===== src/design/vms_pkg.sv =====
// Shared constants, carriers and helpers of the voice message sequencer.
// Assumes a 50 MHz ref_clk, a host serial link and an external serial flash.
package vms_pkg;

	// Clock rates in MHz: the wait timer counts 6 MHz system ticks
	localparam logic [5:0]  REF_MHZ         = 6'd50;
	localparam logic [5:0]  SYS_MHZ         = 6'd6;

	// Host frame opcodes and command layout
	localparam logic [7:0]  OP_PORT_READ    = 8'h49;
	localparam logic [7:0]  OP_PORT_WRITE   = 8'h4F;
	localparam logic [7:0]  OP_PLAY         = 8'h50;
	localparam logic [7:0]  OP_WAIT         = 8'h57;
	localparam logic [1:0]  FRAME_LAST_IDX  = 2'd2;

	// Test ports and the wait timer prescale register
	localparam logic [7:0]  PORT_TEST_A     = 8'h01;
	localparam logic [7:0]  TEST_A_VALUE    = 8'h42;
	localparam logic [7:0]  PORT_TEST_B     = 8'h02;
	localparam logic [7:0]  TEST_B_VALUE    = 8'h03;
	localparam logic [7:0]  ADDR_PRESCALE   = 8'h96;
	localparam logic [7:0]  PRESCALE_RESET  = 8'h81;
	localparam logic [4:0]  PERIOD_EXP_OFS  = 5'd9;

	// Flash layout
	localparam logic [23:0] PROG_FLAG_ADDR  = 24'h000000;
	localparam logic [7:0]  PROG_FLAG_VALUE = 8'h02;
	localparam logic [23:0] SOUND_BASE      = 24'h008000;
	localparam logic [3:0]  ENTRY_BYTES     = 4'h8;
	localparam logic [7:0]  BANK_UNUSED     = 8'h00;
	localparam logic [7:0]  TYPE_NONE       = 8'h00;
	localparam logic [7:0]  TYPE_SPEECH     = 8'h01;
	localparam logic [7:0]  TYPE_ADPCM      = 8'h02;
	localparam logic [7:0]  TYPE_VMSEQ      = 8'h40;

	// Flash link: read opcode, ref_clk cycles per half serial clock
	localparam logic [7:0]  FLASH_READ_OP   = 8'h03;
	localparam logic [2:0]  FLASH_HALF      = 3'd4;
	localparam int          FIFO_DEPTH      = 8;

	// One three-byte host frame, first byte on top
	typedef struct packed {
		logic [7:0] op;
		logic [7:0] arg1;
		logic [7:0] arg2;
	} vms_cmd_s;

	// One decoded sound index entry
	typedef struct packed {
		logic [7:0]  dtype;
		logic [23:0] size;
		logic [23:0] start;
	} vms_entry_s;

	// Basic period in system ticks: two to the (nibble plus offset)
	function automatic logic [24:0] vms_period_len(input logic [3:0] nib);
		return 25'h0000001 << (5'({1'b0, nib}) + PERIOD_EXP_OFS);
	endfunction : vms_period_len

endpackage : vms_pkg


===== src/design/vms_fifo.sv =====
// Byte FIFO between the flash stream and the sequence interpreter.
// Assumes one clock; flush empties it in one cycle.
`timescale 1ns/1ns
module vms_fifo #(
	parameter int WIDTH = 8,
	parameter int DEPTH = 8
) (
	input  wire logic             ref_clk,
	input  wire logic             rst_n,
	input  wire logic             flush,
	input  wire logic             in_valid,
	output logic                  in_ready,
	input  wire logic [WIDTH-1:0] in_data,
	output logic                  out_valid,
	input  wire logic             out_ready,
	output logic      [WIDTH-1:0] out_data
);
	localparam int AW = $clog2(DEPTH);

	logic [WIDTH-1:0] mem_q [DEPTH];
	logic [AW-1:0]    wr_q;
	logic [AW-1:0]    rd_q;
	logic [AW:0]      cnt_q;
	logic             push;
	logic             pop;

	// Honest flags straight from the fill count
	assign in_ready  = cnt_q != (AW+1)'(DEPTH);
	assign out_valid = cnt_q != '0;
	assign out_data  = mem_q[rd_q];
	assign push      = in_valid && in_ready;
	assign pop       = out_valid && out_ready;

	// Storage is written only, never reset
	always_ff @(posedge ref_clk)
	begin
		if (push)
			mem_q[wr_q] <= in_data;
	end

	// Pointers and count
	always_ff @(posedge ref_clk)
	begin
		if (!rst_n || flush)
		begin
			wr_q  <= '0;
			rd_q  <= '0;
			cnt_q <= '0;
		end
		else
		begin
			if (push)
				wr_q <= (wr_q == AW'(DEPTH-1)) ? '0 : wr_q + 1'b1;
			if (pop)
				rd_q <= (rd_q == AW'(DEPTH-1)) ? '0 : rd_q + 1'b1;
			cnt_q <= cnt_q + (AW+1)'(push) - (AW+1)'(pop);
		end
	end

endmodule : vms_fifo


===== src/design/vms_spi_slave.sv =====
// Host side serial slave: three-flop pin sampling, byte assembly, reply.
// Assumes the host keeps each clock level well over three ref_clk cycles.
`timescale 1ns/1ns
module vms_spi_slave (
	input  wire logic             ref_clk,
	input  wire logic             rst_n,
	input  wire logic             ssb_n,
	input  wire logic             sck,
	input  wire logic             mosi,
	input  wire vms_pkg::vms_cmd_s reply,
	output logic           [7:0]  rx_byte,
	output logic                  rx_valid,
	output logic           [1:0]  rx_idx,
	output logic                  miso,
	output logic                  miso_oe
);
	import vms_pkg::*;

	logic [2:0] ss_s, ck_s, mo_s;
	logic       ss_q, ck_q;
	logic       ss_ok, ck_ok, ck_rise, ck_fall;
	logic [2:0] bit_q;
	logic [1:0] byte_q;
	logic [6:0] sh_q;
	logic [22:0] tx_q;

	// Pin synchronisers; only the second and third stages are judged
	always_ff @(posedge ref_clk)
	begin
		ss_s <= {ss_s[1:0], ssb_n};
		ck_s <= {ck_s[1:0], sck};
		mo_s <= {mo_s[1:0], mosi};
	end

	// A level change counts once stages two and three agree
	assign ss_ok   = (ss_s[1] == ss_s[2]) ? ss_s[2] : ss_q;
	assign ck_ok   = (ck_s[1] == ck_s[2]) ? ck_s[2] : ck_q;
	assign ck_rise = ck_ok && !ck_q && !ss_ok;
	assign ck_fall = !ck_ok && ck_q && !ss_ok;

	always_ff @(posedge ref_clk)
	begin
		if (!rst_n)
		begin
			ss_q <= 1'b1;
			ck_q <= 1'b0;
		end
		else
		begin
			ss_q <= ss_ok;
			ck_q <= ck_ok;
		end
	end

	// Receive: data is taken as the clock goes high, MSB first
	always_ff @(posedge ref_clk)
	begin
		rx_valid <= 1'b0;
		if (!rst_n || ss_ok)
		begin
			bit_q  <= 3'h0;
			byte_q <= 2'h0;
			sh_q   <= 7'h00;
			if (!rst_n)
			begin
				rx_byte <= 8'h00;
				rx_idx  <= 2'h0;
			end
		end
		else if (ck_rise)
		begin
			sh_q  <= {sh_q[5:0], mo_s[2]};
			bit_q <= bit_q + 3'h1;
			if (bit_q == 3'h7)
			begin
				rx_byte  <= {sh_q, mo_s[2]};
				rx_valid <= 1'b1;
				// Index names the byte handed over; bytes past the
				// third keep index 3 and are ignored upstream
				rx_idx   <= byte_q;
				if (byte_q != 2'h3)
					byte_q <= byte_q + 2'h1;
			end
		end
	end

	// Reply: snapshot at frame start, next bit after each falling clock
	always_ff @(posedge ref_clk)
	begin
		if (!rst_n)
		begin
			miso    <= 1'b0;
			miso_oe <= 1'b0;
			tx_q    <= 23'h000000;
		end
		else if (ss_q && !ss_ok)
		begin
			miso    <= reply.op[7];
			miso_oe <= 1'b1;
			tx_q    <= {reply.op[6:0], reply.arg1, reply.arg2};
		end
		else if (ss_ok)
			miso_oe <= 1'b0;
		else if (ck_fall)
		begin
			miso <= tx_q[22];
			tx_q <= {tx_q[21:0], 1'b0};
		end
	end

endmodule : vms_spi_slave


===== src/design/vms_top.sv =====
// Voice message sequencer: host frames, index walk, sequence interpreter.
// Assumes decoders raise their busy flag the cycle after a start pulse.
`timescale 1ns/1ns
// Function
// Serial bytes go MSB first, data valid and sampled while clock high.
// Second read frame addressing port 0x01 returns 0x42 in byte two.
// Second read frame addressing port 0x02 returns 0x03.
// After a read, frames return selected ports; before, the play status.
// A sequence bank runs its stored play commands in order.
// Wait is honoured only inside a sequence, never from the host.
// Wait first holds for playback end, then NN basic periods.
// Speech and ADPCM plays without wait start together.
// A later play of the same codec replaces the earlier one.
// Basic period is 2 to the (prescale nibble plus 9) system ticks.
// Prescale register resets to 0x81.
// Port write stores value at address; prescale lives at 0x96.
// Flash below 0x8000 is program area; sound starts at 0x8000.
// Flash byte zero equal to 0x02 flags custom code.
// 256 eight-byte entries from 0x8000, entry at base plus bank times 8.
// Entry zero is unused and never played.
// Entry bytes 0 to 2 are the start address, low byte first.
// Entry bytes 4 to 6 are the data size, low byte first.
// Type byte: 0 undefined, 1 speech, 2 ADPCM, 0x40 sequence.
// A sequence ends when its size is consumed or on undefined type.
module vms_top (
	input  wire logic              ref_clk,
	input  wire logic              rst_n,
	input  wire logic              spi_ssb_n,
	input  wire logic              spi_sck,
	input  wire logic              spi_mosi,
	output logic                   spi_miso,
	output logic                   spi_miso_oe,
	output logic                   flash_cs_n,
	output logic                   flash_sck,
	output logic                   flash_mosi,
	input  wire logic              flash_miso,
	input  wire logic              spch_busy,
	input  wire logic              adpcm_busy,
	output logic                   spch_start,
	output logic                   adpcm_start,
	output vms_pkg::vms_entry_s    play_entry,
	output logic                   custom_code
);
	import vms_pkg::*;

	typedef enum {S_BOOT, S_BOOT_W, S_IDLE, S_IDX, S_IDX_W, S_DISPATCH,
		S_VM_GET, S_WAIT_PLAY, S_WAIT_TIME} vms_seq_e;
	typedef enum {F_IDLE, F_ADDR, F_DATA} vms_flash_e;

	vms_seq_e   st_q;
	vms_flash_e fst_q;
	vms_cmd_s   frame_q, reply_q, cmd_w;
	vms_entry_s ent_w;
	logic [7:0]  rx_byte, status, fifo_data, vm_op_q, vm_arg_q, bank_q;
	logic [7:0]  prescale_q, play_bank_q, rd_a_q, rd_b_q, nn_q, f_rx_q;
	logic [1:0]  rx_idx, vm_nb_q;
	logic        rx_valid, cmd_v, rd_armed_q, play_pend_q, play_take;
	logic        in_vm_q, vm_load, vm_end, pop, fifo_valid, fifo_ready;
	logic        seq_req, stream_ok, tick_f, f_byte_done, f_dst_q, f_done_q;
	logic        f_push_q, sys_tick, fm_q;
	logic [63:0] ent_q;
	logic [31:0] f_sh_q, f_word;
	logic [23:0] seq_addr, vm_addr_q, vm_push_q, vm_pop_q;
	logic [4:0]  f_bit_q;
	logic [3:0]  f_cnt_q;
	logic [2:0]  fdiv_q, fm_s;
	logic [5:0]  acc_q;
	logic [24:0] per_q;

	vms_spi_slave u_spi (
		.ref_clk  (ref_clk),
		.rst_n    (rst_n),
		.ssb_n    (spi_ssb_n),
		.sck      (spi_sck),
		.mosi     (spi_mosi),
		.reply    (reply_q),
		.rx_byte  (rx_byte),
		.rx_valid (rx_valid),
		.rx_idx   (rx_idx),
		.miso     (spi_miso),
		.miso_oe  (spi_miso_oe)
	);

	// Value of one port as seen by a read frame
	function automatic logic [7:0] port_value(input logic [7:0] a,
		input logic [7:0] st, input logic [7:0] ps);
		if (a == PORT_TEST_A)
			return TEST_A_VALUE;
		else if (a == PORT_TEST_B)
			return TEST_B_VALUE;
		else if (a == ADDR_PRESCALE)
			return ps;
		else
			return st;
	endfunction : port_value

	// Frame assembly: third byte completes a command
	assign cmd_w  = '{op: frame_q.op, arg1: frame_q.arg1, arg2: rx_byte};
	assign cmd_v  = rx_valid && rx_idx == FRAME_LAST_IDX;
	assign status = {5'h00, in_vm_q, adpcm_busy, spch_busy};
	always_ff @(posedge ref_clk)
	begin
		if (!rst_n)
			frame_q <= '0;
		else if (rx_valid && rx_idx == 2'h0)
			frame_q.op <= rx_byte;
		else if (rx_valid && rx_idx == 2'h1)
			frame_q.arg1 <= rx_byte;
	end

	// Host commands; a wait opcode from the host falls through
	always_ff @(posedge ref_clk)
	begin
		if (!rst_n)
		begin
			rd_armed_q <= 1'b0;
			rd_a_q     <= 8'h00;
			rd_b_q     <= 8'h00;
			prescale_q <= PRESCALE_RESET;
		end
		else if (cmd_v && cmd_w.op == OP_PORT_READ)
		begin
			rd_armed_q <= 1'b1;
			rd_a_q     <= cmd_w.arg1;
			rd_b_q     <= cmd_w.arg2;
		end
		else if (cmd_v && cmd_w.op == OP_PORT_WRITE
			&& cmd_w.arg1 == ADDR_PRESCALE)
			prescale_q <= cmd_w.arg2;
	end

	// Reply bytes two and three: ports once armed, play status until then
	always_ff @(posedge ref_clk)
	begin
		if (!rst_n)
			reply_q <= '0;
		else if (rd_armed_q)
			reply_q <= '{op: status,
				arg1: port_value(rd_a_q, status, prescale_q),
				arg2: port_value(rd_b_q, status, prescale_q)};
		else
			reply_q <= '{op: status, arg1: status, arg2: status};
	end

	// Pending host play; a new request wins over the take in one cycle
	assign play_take = st_q == S_IDLE && play_pend_q;
	always_ff @(posedge ref_clk)
	begin
		if (!rst_n)
		begin
			play_pend_q <= 1'b0;
			play_bank_q <= 8'h00;
		end
		else if (cmd_v && cmd_w.op == OP_PLAY)
		begin
			play_pend_q <= 1'b1;
			play_bank_q <= cmd_w.arg1;
		end
		else if (play_take)
			play_pend_q <= 1'b0;
	end

	// Flash requests: boot flag byte, or one index entry
	assign seq_req  = (st_q == S_BOOT || st_q == S_IDX) && fst_q == F_IDLE;
	assign seq_addr = (st_q == S_BOOT) ? PROG_FLAG_ADDR
		: SOUND_BASE + {13'h0000, bank_q, 3'h0};
	assign stream_ok = in_vm_q && vm_push_q != 24'h0
		&& (st_q == S_VM_GET || st_q == S_WAIT_PLAY || st_q == S_WAIT_TIME);
	assign f_word      = {FLASH_READ_OP, seq_req ? seq_addr : vm_addr_q};
	assign tick_f      = fdiv_q == FLASH_HALF - 3'h1;
	assign f_byte_done = fst_q == F_DATA && tick_f && flash_sck
		&& f_bit_q == 5'h07;

	// Flash data pin: same three-flop agreement as the host select and clock pins
	always_ff @(posedge ref_clk)
	begin
		fm_s <= {fm_s[1:0], flash_miso};
		if (!rst_n)
			fm_q <= 1'b0;
		else if (fm_s[1] == fm_s[2])
			fm_q <= fm_s[2];
	end

	// Serial clock divider, idle while deselected
	always_ff @(posedge ref_clk)
	begin
		if (!rst_n || fst_q == F_IDLE || tick_f)
			fdiv_q <= 3'h0;
		else
			fdiv_q <= fdiv_q + 3'h1;
	end

	// Flash master: mode 0 read, stream pauses at byte edges when full
	always_ff @(posedge ref_clk)
	begin
		f_done_q <= 1'b0;
		f_push_q <= 1'b0;
		if (!rst_n)
		begin
			fst_q      <= F_IDLE;
			flash_cs_n <= 1'b1;
			flash_sck  <= 1'b0;
			flash_mosi <= 1'b0;
			f_sh_q     <= 32'h00000000;
			f_bit_q    <= 5'h00;
			f_cnt_q    <= 4'h0;
			f_dst_q    <= 1'b0;
			f_rx_q     <= 8'h00;
		end
		else case (fst_q)
			F_IDLE:
				if (seq_req || stream_ok)
				begin
					fst_q      <= F_ADDR;
					flash_cs_n <= 1'b0;
					flash_mosi <= f_word[31];
					f_sh_q     <= {f_word[30:0], 1'b0};
					f_bit_q    <= 5'h00;
					f_dst_q    <= !seq_req;
					f_cnt_q    <= (st_q == S_BOOT) ? 4'h1 : ENTRY_BYTES;
				end
			F_ADDR:
				if (tick_f && !flash_sck)
					flash_sck <= 1'b1;
				else if (tick_f)
				begin
					flash_sck  <= 1'b0;
					flash_mosi <= f_sh_q[31];
					f_sh_q     <= {f_sh_q[30:0], 1'b0};
					f_bit_q    <= f_bit_q + 5'h01;
					if (f_bit_q == 5'h1F)
					begin
						fst_q   <= F_DATA;
						f_bit_q <= 5'h00;
					end
				end
			F_DATA:
				if (tick_f && !flash_sck)
				begin
					if (f_bit_q == 5'h00 && f_dst_q && !stream_ok)
					begin
						fst_q      <= F_IDLE;
						flash_cs_n <= 1'b1;
					end
					else if (!(f_bit_q == 5'h00 && f_dst_q && !fifo_ready))
						flash_sck <= 1'b1;
				end
				else if (tick_f)
				begin
					flash_sck <= 1'b0;
					f_rx_q    <= {f_rx_q[6:0], fm_q};
					f_bit_q   <= (f_bit_q == 5'h07) ? 5'h00 : f_bit_q + 5'h01;
					if (f_bit_q == 5'h07 && f_dst_q)
						f_push_q <= 1'b1;
					else if (f_bit_q == 5'h07)
					begin
						f_cnt_q <= f_cnt_q - 4'h1;
						if (f_cnt_q == 4'h1)
						begin
							fst_q      <= F_IDLE;
							flash_cs_n <= 1'b1;
							f_done_q   <= 1'b1;
						end
					end
				end
			default:
				fst_q <= F_IDLE;
		endcase
	end

	// Entry bytes shift in low byte first
	assign ent_w = '{dtype: ent_q[63:56], size: ent_q[55:32],
		start: ent_q[23:0]};
	always_ff @(posedge ref_clk)
	begin
		if (!rst_n)
			ent_q <= 64'h0000000000000000;
		else if (f_byte_done && !f_dst_q)
			ent_q <= {f_rx_q[6:0], fm_q, ent_q[63:8]};
	end

	// Stream position survives index fetches made inside a sequence
	assign vm_load = st_q == S_DISPATCH && ent_w.dtype == TYPE_VMSEQ
		&& !in_vm_q;
	always_ff @(posedge ref_clk)
	begin
		if (!rst_n)
		begin
			vm_addr_q <= 24'h000000;
			vm_push_q <= 24'h000000;
		end
		else if (vm_load)
		begin
			vm_addr_q <= ent_w.start;
			vm_push_q <= ent_w.size;
		end
		else if (f_byte_done && f_dst_q)
		begin
			vm_addr_q <= vm_addr_q + 24'h000001;
			vm_push_q <= vm_push_q - 24'h000001;
		end
	end

	vms_fifo #(
		.WIDTH (8),
		.DEPTH (FIFO_DEPTH)
	) u_fifo (
		.ref_clk   (ref_clk),
		.rst_n     (rst_n),
		.flush     (vm_load || vm_end),
		.in_valid  (f_push_q),
		.in_ready  (fifo_ready),
		.in_data   (f_rx_q),
		.out_valid (fifo_valid),
		.out_ready (pop),
		.out_data  (fifo_data)
	);

	// Fractional divider: SYS_MHZ ticks out of every REF_MHZ cycles
	always_ff @(posedge ref_clk)
	begin
		if (!rst_n)
		begin
			acc_q    <= 6'h00;
			sys_tick <= 1'b0;
		end
		else
		begin
			sys_tick <= acc_q + SYS_MHZ >= REF_MHZ;
			acc_q    <= (acc_q + SYS_MHZ >= REF_MHZ)
				? acc_q + SYS_MHZ - REF_MHZ : acc_q + SYS_MHZ;
		end
	end

	// Sequence interpreter pops only while no command is complete
	assign pop = st_q == S_VM_GET && fifo_valid && vm_pop_q != 24'h0
		&& !(vm_op_q == OP_WAIT && vm_nb_q == 2'h2) && vm_nb_q != 2'h3;
	assign vm_end = (st_q == S_VM_GET && vm_pop_q == 24'h0 && in_vm_q)
		|| (st_q == S_DISPATCH && in_vm_q && ent_w.dtype == TYPE_NONE);

	// Main sequencer
	always_ff @(posedge ref_clk)
	begin
		spch_start  <= 1'b0;
		adpcm_start <= 1'b0;
		if (!rst_n)
		begin
			st_q        <= S_BOOT;
			in_vm_q     <= 1'b0;
			bank_q      <= 8'h00;
			vm_pop_q    <= 24'h000000;
			vm_nb_q     <= 2'h0;
			vm_op_q     <= 8'h00;
			vm_arg_q    <= 8'h00;
			nn_q        <= 8'h00;
			per_q       <= 25'h0000000;
			play_entry  <= '0;
			custom_code <= 1'b0;
		end
		else case (st_q)
			S_BOOT, S_IDX:
				if (seq_req)
					st_q <= (st_q == S_BOOT) ? S_BOOT_W : S_IDX_W;
			S_BOOT_W:
				if (f_done_q)
				begin
					custom_code <= ent_w.dtype == PROG_FLAG_VALUE;
					st_q        <= S_IDLE;
				end
			S_IDLE:
				if (play_take && play_bank_q != BANK_UNUSED)
				begin
					bank_q <= play_bank_q;
					st_q   <= S_IDX;
				end
			S_IDX_W:
				if (f_done_q)
					st_q <= S_DISPATCH;
			S_DISPATCH:
			begin
				st_q <= in_vm_q ? S_VM_GET : S_IDLE;
				// Each codec restarts alone; a peer codec keeps playing
				if (ent_w.dtype == TYPE_SPEECH)
				begin
					spch_start <= 1'b1;
					play_entry <= ent_w;
				end
				else if (ent_w.dtype == TYPE_ADPCM)
				begin
					adpcm_start <= 1'b1;
					play_entry  <= ent_w;
				end
				else if (vm_load)
				begin
					in_vm_q  <= 1'b1;
					vm_pop_q <= ent_w.size;
					vm_nb_q  <= 2'h0;
					st_q     <= S_VM_GET;
				end
				else if (vm_end)
				begin
					in_vm_q <= 1'b0;
					st_q    <= S_IDLE;
				end
			end
			S_VM_GET:
				if (vm_op_q == OP_WAIT && vm_nb_q == 2'h2)
				begin
					nn_q    <= vm_arg_q;
					vm_nb_q <= 2'h0;
					st_q    <= S_WAIT_PLAY;
				end
				else if (vm_nb_q == 2'h3)
				begin
					vm_nb_q <= 2'h0;
					bank_q  <= vm_arg_q;
					// Nested plays use the host path
					if (vm_op_q == OP_PLAY && vm_arg_q != BANK_UNUSED)
						st_q <= S_IDX;
				end
				else if (vm_end)
				begin
					in_vm_q <= 1'b0;
					st_q    <= S_IDLE;
				end
				else if (pop)
				begin
					vm_pop_q <= vm_pop_q - 24'h000001;
					vm_nb_q  <= vm_nb_q + 2'h1;
					if (vm_nb_q == 2'h0)
						vm_op_q <= fifo_data;
					else if (vm_nb_q == 2'h1)
						vm_arg_q <= fifo_data;
				end
			S_WAIT_PLAY:
				if (!spch_busy && !adpcm_busy)
				begin
					per_q <= 25'h0000000;
					st_q  <= S_WAIT_TIME;
				end
			S_WAIT_TIME:
				if (nn_q == 8'h00)
					st_q <= S_VM_GET;
				else if (sys_tick)
				begin
					// Basic period from the prescale nibble
					if (per_q == vms_period_len(prescale_q[7:4]) - 25'h1)
					begin
						per_q <= 25'h0000000;
						nn_q  <= nn_q - 8'h01;
					end
					else
						per_q <= per_q + 25'h0000001;
				end
			default:
				st_q <= S_IDLE;
		endcase
	end
endmodule : vms_top


===== config.mk =====
export PLATFORM = sky130hd
export DESIGN_NAME = vms_top
export DESIGN_NICKNAME = d
export VERILOG_FILES = /design/src/design/vms_pkg.sv /design/src/design/vms_fifo.sv /design/src/design/vms_spi_slave.sv /design/src/design/vms_top.sv
export SDC_FILE = /design/constraint.sdc
export NUM_CORES = 1
export LEC_CHECK = 0
export ABC_AREA = 1
export BUFFER_PORTS_ARGS = -buffer_cell sky130_fd_sc_hd__buf_2
export CORE_MARGIN = 2
export CORE_UTILIZATION = 30
export CTS_BUF_LIST = sky130_fd_sc_hd__clkbuf_2
export DETAILED_ROUTE_END_ITERATION = 16
export GPL_TIMING_DRIVEN = 0
export RECOVER_POWER = 50
export SETUP_SLACK_MARGIN = 0.5
export SLEW_MARGIN = 0
export SYNTH_ARGS = -nofsm -noshare
export SYNTH_HDL_FRONTEND = slang
export SYNTH_SLANG_ARGS = --single-unit

===== constraint.sdc =====
create_clock -name ref_clk -period 6.3 [get_ports ref_clk]
set_input_delay 0.315 -clock ref_clk [delete_from_list [all_inputs] [get_ports ref_clk]]
set_output_delay 0.315 -clock ref_clk [all_outputs]
set_load 0.05 [all_outputs]

======== Yosys cells after proc, flatten, opt, wreduce, memory -nomap -nowiden ========
Memory sizes are Yosys's and may differ from the RTL's. A register that Yosys moved wholly into a read port is not among the register bits.
Index checks and enable logic that the tools add are counted.
storage, ports and cells
  bits in writable memories ............... 64
  flip-flop bits (word level) ............. 526
  input port bits ......................... 8
  output and inout port bits .............. 64
  bits in latches ......................... 0
  memories kept ........................... 1
  ROM bits ................................ 0
memory list
  memory        depth  bits a word  read ports  clocked after memory_dff  write ports  RTL line        text
  u_fifo.mem_q  8      8            1           1                         1            vms_fifo.sv:20  logic [WIDTH-1:0] mem_q [DEPTH];
operators by class
  reduce and logical (&&, ||, !) cells .... 128
  eq/ne operators ......................... 90
  divide/modulo/power cells ............... 0
  bitwise logic cells ..................... 16
  multipliers ............................. 0
  shift operators ......................... 1
  mux-type cells .......................... 148
  $lt $le $gt $ge ......................... 1
  add/subtract/negate cells ............... 20
operator list
  kind                   number
  $mux 32                23
  $mux 24                12
  $pmux 32 s8            1
  $eq 32x3->1 const B    7
  $eq 32x4->1 const B    4
  $logic_not 32->1       4
  $mux 56                2
  $mux 8                 14
  $mux 25                4
  $eq 32x2->1 const B    3
  $pmux 32 s3            1
  $mux 23                3
  $eq 32x1->1 const B    2
  $pmux 32 s2            1
  $ne 2x2->1 const B     29
  $pmux 25 s2            1
  $eq 8x7->1 const B     6
  $pmux 24 s2            1
  $reduce_bool 24->1     2
  $sub 24x1->24 const B  2
  $logic_and 1x1->1      42
  $mux 1                 36
  $mux 5                 7
  $eq 32x5->1 const B    1
  other kinds (68)       196

======== Logic depth before layout (Yosys ltp) ========
  depth after elaboration ................. 10
  depth in mapped cells ................... 18
  mapped depth without buffers ............ 17

======== By module ========
Synthesis repeated with hierarchy kept, for this count alone.
second synthesis, totals
  cells, all modules ...................... 3291
  area, all modules ....................... 24611.1 um^2
by module, submodules not included
  module         times used  cells an instance  area an instance (um^2)  sequential area each (um^2)
  vms_top        1           2622               18556.5                  7947.6
  vms_fifo       1           371                3568.4                   2182.1
  vms_spi_slave  1           298                2486.1                   1281.2

======== Least setup slack after synthesis ========
OpenSTA, ideal clock, no wires.
  path type ............................... register -> register
  start point ............................. reg vm_nb_q[0]
  end point ............................... reg u_fifo.cnt_q[2]
  setup time .............................. 125 ps
  cell stages (with the launch flop) ...... 15
  period minus slack after synthesis ...... 2371 ps
  slack ................................... 3929 ps
  data arrival time ....................... 2246 ps
  buffers on the path ..................... 0
  cell sequence ........................... dfxtp_1 > inv_1 > ha_1 > nand2_1 > nor4_1 > inv_1 > nand3_2 > inv_2 > ha_1 > inv_1 > ha_1 > inv_1 > fa_1 > xor2_1 > nor2_1
between the ends
  cells in the longest elaborated chain, start to end .. 7
  elaborated cells between the ends (all ways) .. 8
RTL lines
  item                    RTL line        text
  start, declared         vms_top.sv:56   logic [1:0] rx_idx, vm_nb_q;
  start signal, assigned  vms_top.sv:429  vm_nb_q <= vm_nb_q + 2'h1;
  $eq 2x2->1              vms_top.sv:337  && !(vm_op_q == OP_WAIT && vm_nb_q == 2'h2) && vm_nb_q != 2'h3;
  $logic_and 1x1->1       vms_top.sv:337
  $logic_not 1->1         vms_top.sv:337
  $logic_and 1x1->1       vms_top.sv:337
  $logic_and 1x1->1 (*)   vms_top.sv:337
  $logic_and 1x1->1 (*)   vms_fifo.sv:32  assign pop = out_valid && out_ready;
  net u_fifo.pop          vms_fifo.sv:25  logic pop;
  $sub 4x1->4 (*)         vms_fifo.sv:56  cnt_q <= cnt_q + (AW+1)'(push) - (AW+1)'(pop);
  end signal, assigned    vms_fifo.sv:56
  end, declared           vms_fifo.sv:23  logic [AW:0] cnt_q;
Mark *: on every way through the listed nets, which the timed path passes. The rest lies on a longest branch.
A chain may end at the register's enable or synchronous reset.

======== Final worst setup path ========
  start point ............................. reg st_q[0]
  end point ............................... reg f_sh_q[11]
between the ends
  cells in the longest elaborated chain, start to end .. 7
  elaborated cells between the ends (all ways) .. 17
RTL lines
  item                               RTL line        text
  start, declared                    vms_top.sv:50   vms_seq_e st_q;
  start signal, assigned             vms_top.sv:363  st_q <= (st_q == S_BOOT) ? S_BOOT_W : S_IDX_W;
  start signal, assigned             vms_top.sv:381  st_q <= in_vm_q ? S_VM_GET : S_IDLE;
  $eq 32x4->1                        vms_top.sv:168  && (st_q == S_VM_GET || st_q == S_WAIT_PLAY || st_q == S_WAIT_TIME);
  $logic_or 1x1->1 (2 in series)     vms_top.sv:168
  $logic_and 1x1->1                  vms_top.sv:168
  $logic_or 1x1->1                   vms_top.sv:212  if (seq_req || stream_ok)
  $ne 2x2->1 (no source line)        --
  $reduce_and 4->1 (no source line)  --
  end signal, assigned               vms_top.sv:217  f_sh_q <= {f_word[30:0], 1'b0};
  end signal, assigned               vms_top.sv:229  f_sh_q <= {f_sh_q[30:0], 1'b0};
  end, declared                      vms_top.sv:62   logic [31:0] f_sh_q, f_word;
Parallel ways exist; a longest one is shown, timed or not. The select of a mux whose other input is x is not followed.

==> impl_metrics.prom <==
# TYPE chip_impl_metric gauge
chip_impl_metric{name="core_area",unit="mm²"} 0.0789
chip_impl_metric{name="tightest_slew_margin_relative_to_the_limit",unit="%"} 17.2
chip_impl_metric{name="grt_start_max_net_pins",unit=""} 17
chip_impl_metric{name="achievable_freq",unit="MHz"} 253
chip_impl_metric{name="number_of_synthesized_flops_with_an_enable_pin",unit=""} 74
chip_impl_metric{name="vias",unit=""} 22155
chip_impl_metric{name="postSynthRegisterBits",unit=""} 533
chip_impl_metric{name="drt_wl_total",unit="µm"} 71800
chip_impl_metric{name="portBuffers",unit=""} 70
chip_impl_metric{name="synth_cell_type_count",unit=""} 65
chip_impl_metric{name="fin_worst_skew",unit="ps"} 88.6
chip_impl_metric{name="required",unit="ps"} 7450
chip_impl_info{name="min_path_type",value="in2reg"} 1
chip_impl_metric{name="grt.overflow.total",unit=""} 0
chip_impl_metric{name="grt_first_pass_wirelength",unit="µm"} 113000
chip_impl_info{name="worst_setup_path_end_kind",value="flop"} 1
chip_impl_metric{name="ys_warn_count",unit=""} 0
chip_impl_metric{name="ir_worst_vdd",unit="mV"} 0.173
chip_impl_metric{name="post_layout_minimum_cycle_time",unit="ps"} 3950
chip_impl_metric{name="worst_hold_slack",unit="ps"} 184
chip_impl_metric{name="number_of_iterations_in_the_first_detailed_routing_pass",unit=""} 6
chip_impl_info{name="tritoncts_clock_tree",value="built"} 1
chip_impl_metric{name="tritoncts.num_buffers",unit=""} 145
chip_impl_info{name="rsz0062_at_grt",value="no"} 1
chip_impl_metric{name="antenna_violations_before_repair",unit=""} 2
chip_impl_metric{name="rows",unit=""} 103
chip_impl_metric{name="die-area",unit="mm²"} 0.0819
chip_impl_metric{name="die_h",unit="µm"} 286
chip_impl_metric{name="design.portCount",unit=""} 72
chip_impl_metric{name="drt.antenna.violating_nets",unit=""} 0
chip_impl_metric{name="num-nets-final",unit=""} 3417
chip_impl_metric{name="max_buffers_root_to_sink",unit=""} 3
chip_impl_metric{name="clk_latency",unit="ps"} 1330
chip_impl_info{name="path_class",value="reg2reg"} 1
chip_impl_metric{name="critPathMaxFanout",unit=""} 10
chip_impl_metric{name="detailedRoute.firstIterationViolations",unit=""} 1772
chip_impl_metric{name="share_of_async_settable_or_async_resettable_flops_after_synthesis",unit="%"} 0
chip_impl_metric{name="sequential_cell_area_fraction_in_the_yosys_report",unit="%"} 47.8
chip_impl_metric{name="setup_slack",unit="ps"} 2350
chip_impl_metric{name="final_hold_vio_count",unit=""} 0
chip_impl_metric{name="place_area",unit="mm²"} 0.0256
chip_impl_metric{name="post_cts_resized",unit=""} 0
chip_impl_metric{name="layout-drive-gt1-share",unit="%"} 9.06
chip_impl_metric{name="groute.usage.overall",unit="%"} 17.3
chip_impl_metric{name="grt_pass1_vias",unit=""} 20714
chip_impl_metric{name="floorplan.initialDensity",unit="%"} 30.3
chip_impl_metric{name="fin_setup_tns",unit="ps"} 0
chip_impl_metric{name="worst_pin_slew",unit="ps"} 1240
chip_impl_metric{name="fin_cells",unit=""} 4520
chip_impl_info{name="synth_largest_area_cell",value="sky130_fd_sc_hd__dfxtp_1"} 1
chip_impl_metric{name="gpl.final_weighted_congestion",unit=""} 0.920
chip_impl_metric{name="final.period_utilization",unit="%"} 62.7
chip_impl_metric{name="total_leakage_power",unit="nW"} 10.7
chip_impl_metric{name="place.detailed.instances",unit=""} 4257
chip_impl_metric{name="layout-area-overhead-vs-synth",unit="%"} 12.6
chip_impl_info{name="result_of_the_run",value="finished clean"} 1
chip_impl_info{name="yosys_most_used_dff",value="sky130_fd_sc_hd__dfxtp_1"} 1
chip_impl_info{name="start_kind",value="flop"} 1
chip_impl_metric{name="max_slew_vio_count",unit=""} 0
chip_impl_metric{name="clk_transition_reported_paths",unit="ps"} 100
chip_impl_info{name="cts-root-buf",value="sky130_fd_sc_hd__clkbuf_2"} 1
chip_impl_metric{name="fin_area",unit="mm²"} 0.0269
chip_impl_metric{name="power-per-cell-area",unit="mW/mm²"} 276
chip_impl_metric{name="routed_via_density",unit=""} 4.90
chip_impl_metric{name="finalSetupViolCount",unit=""} 0
chip_impl_metric{name="syn_inst",unit=""} 3136
chip_impl_metric{name="cp_data_arrival_time",unit="ps"} 5100
chip_impl_metric{name="synth_top_cell_area_share",unit="%"} 38.5
chip_impl_metric{name="die_w",unit="µm"} 286
chip_impl_metric{name="detail_route.drc_violations",unit=""} 0
chip_impl_metric{name="cts_htree_levels",unit=""} 4
chip_impl_metric{name="tritoncts_num_sinks",unit=""} 533
chip_impl_info{name="netlist_top_cells_area",value="sky130_fd_sc_hd__dfxtp_1 (38%), sky130_fd_sc_hd__edfxtp_1 (9.3%), sky130_fd_sc_hd__o21ai_0 (7.6%)"} 1
chip_impl_metric{name="post-dp-hpwl",unit="µm"} 51700
chip_impl_metric{name="wl_per_instance",unit="µm"} 15.9
chip_impl_metric{name="final_core_util",unit="%"} 34.1
chip_impl_metric{name="reg2reg_slack",unit="ps"} 2350
chip_impl_metric{name="dp_slack",unit="ps"} 2920
chip_impl_metric{name="synth_area_per_cell",unit="µm²"} 7.62
chip_impl_metric{name="power.total",unit="mW"} 7.42
chip_impl_metric{name="drv_cap",unit=""} 0
chip_impl_metric{name="synth.cell_area",unit="mm²"} 0.0239
[path summary, 6_finish.rpt]
check | depth (start not counted) | startpoint | endpoint
max reg2reg | 12 | st_q[0] | f_sh_q[11]
max | 12 | st_q[0] | f_sh_q[11]
min | 3 | flash_miso | fm_s[0]
min reg2reg | 0 | u_spi.mo_s[1] | u_spi.mo_s[2]
[cell families (layout without fill, tap and decap cells)]
kind of cell / Yosys count / in the layout / share of synthesized area (%)
mux: 1 / 1 / 0.0419
buf+inv: 547 / 876 / 8.93
xor+xnor: 52 / 52 / 1.91
fa+ha+maj: 41 / 41 / 2.18
simple gates: 1093 / 1093 / 19.6
flops: 533 / 533 / 47.8
compound gates: 868 / 868 / 19.6
other cells: 1 / 6 / 0.0157
[critical path, stage by stage, from the launching register on]
cell and delay, ps:
sky130_fd_sc_hd__dfxtp_1 380, sky130_fd_sc_hd__nor2_1 270, sky130_fd_sc_hd__inv_2 40, sky130_fd_sc_hd__nor3_1 840
sky130_fd_sc_hd__clkinvlp_2 850, sky130_fd_sc_hd__nand3_1 230, sky130_fd_sc_hd__nand3_1 160, sky130_fd_sc_hd__nand3_1 190
sky130_fd_sc_hd__o211ai_1 180, sky130_fd_sc_hd__buf_2 220, sky130_fd_sc_hd__clkbuf_2 190, sky130_fd_sc_hd__o21ai_0 190
sky130_fd_sc_hd__a21oi_1 60
[Yosys cell counts, types with 9 or more instances]
master,number
sky130_fd_sc_hd__nand2_1,460
sky130_fd_sc_hd__o211ai_1,10
sky130_fd_sc_hd__nor4_1,20
sky130_fd_sc_hd__xor2_1,43
sky130_fd_sc_hd__clkbuf_1,103
sky130_fd_sc_hd__edfxtp_1,74
sky130_fd_sc_hd__nor3_1,39
sky130_fd_sc_hd__nand4_1,42
sky130_fd_sc_hd__dfxtp_1,459
sky130_fd_sc_hd__xnor2_1,9
sky130_fd_sc_hd__ha_1,40
sky130_fd_sc_hd__nor2_1,361
sky130_fd_sc_hd__nand3_1,121
sky130_fd_sc_hd__a211oi_1,27
sky130_fd_sc_hd__inv_2,15
sky130_fd_sc_hd__o22ai_1,36
sky130_fd_sc_hd__a31oi_1,41
sky130_fd_sc_hd__a21oi_1,341
sky130_fd_sc_hd__o21ai_0,361
sky130_fd_sc_hd__o21ai_1,11
sky130_fd_sc_hd__buf_2,32
sky130_fd_sc_hd__o221ai_1,9
sky130_fd_sc_hd__inv_1,385
sky130_fd_sc_hd__a22oi_1,11
[sequential cells by signal, summed over array words and instances, names as in the netlist, 7 cells and up, named ones only]
| register | count |
|---|---|
| vm_op_q | 8 |
| play_entry | 56 |
| f_sh_q | 31 |
| vm_pop_q | 24 |
| u_spi.rx_byte | 8 |
| vm_addr_q | 24 |
| vm_push_q | 24 |
| reply_q | 19 |
| prescale_q | 8 |
| u_spi.sh_q | 7 |
| f_rx_q | 8 |
| ent_q | 64 |
| bank_q | 8 |
| nn_q | 8 |
| u_fifo.mem_q | 64 |
| rd_b_q | 8 |
| cmd_w | 16 |
| per_q | 25 |
| vm_arg_q | 8 |
| rd_a_q | 8 |
| u_spi.tx_q | 23 |
| play_bank_q | 8 |
[where the power goes]
| part | internal (mW) | leakage (nW) | switching [mW] |
|---|---|---|---|
| Clock | 1.09 | 1.01 | 1.49 |
| Combinational | 0.361 | 5.16 | 0.819 |
| Sequential | 3.57 | 4.56 | 0.0848 |
[layer usage]
layer	part of all wire [%]	track usage, %	up-vias
met3	6.5	3.51	131
met2	45	27.8	717
met1	45	23.0	10305
li1	-	-	11002
met4	2.7	6.26	0
met5	0	0	-
[layout by cell type (no fill, tap or decap), drive strengths merged, types with 36 or more instances in the layout]
cell type / count
a21oi: 341
xor2: 43
nand3: 126
a31oi: 42
o22ai: 36
nor2: 371
ha: 40
nand4: 44
o21ai: 373
clkbuf: 377
buf: 48
nor3: 43
edfxtp: 74
dfxtp: 459
inv: 403
nand2: 467
[final cells by class]
class / count / area [µm²]
fill: 8619 / 52000
sequential: 533 / 11400
multi-input combinational: 2057 / 10300
inverter: 402 / 1510
tap: 1050 / 1310
clock buffer: 210 / 1050
buffer: 145 / 617
timing repair buffer: 84 / 419
clock inverter: 35 / 275
antenna: 4 / 10.0
[what timing repair did]
action                    4_1_cts  5_1_grt
hold endpoints to repair       89        0
hold buffers                   14        0
buffers inserted                0        0
No activity file was read; power rests on OpenSTA's default activity.
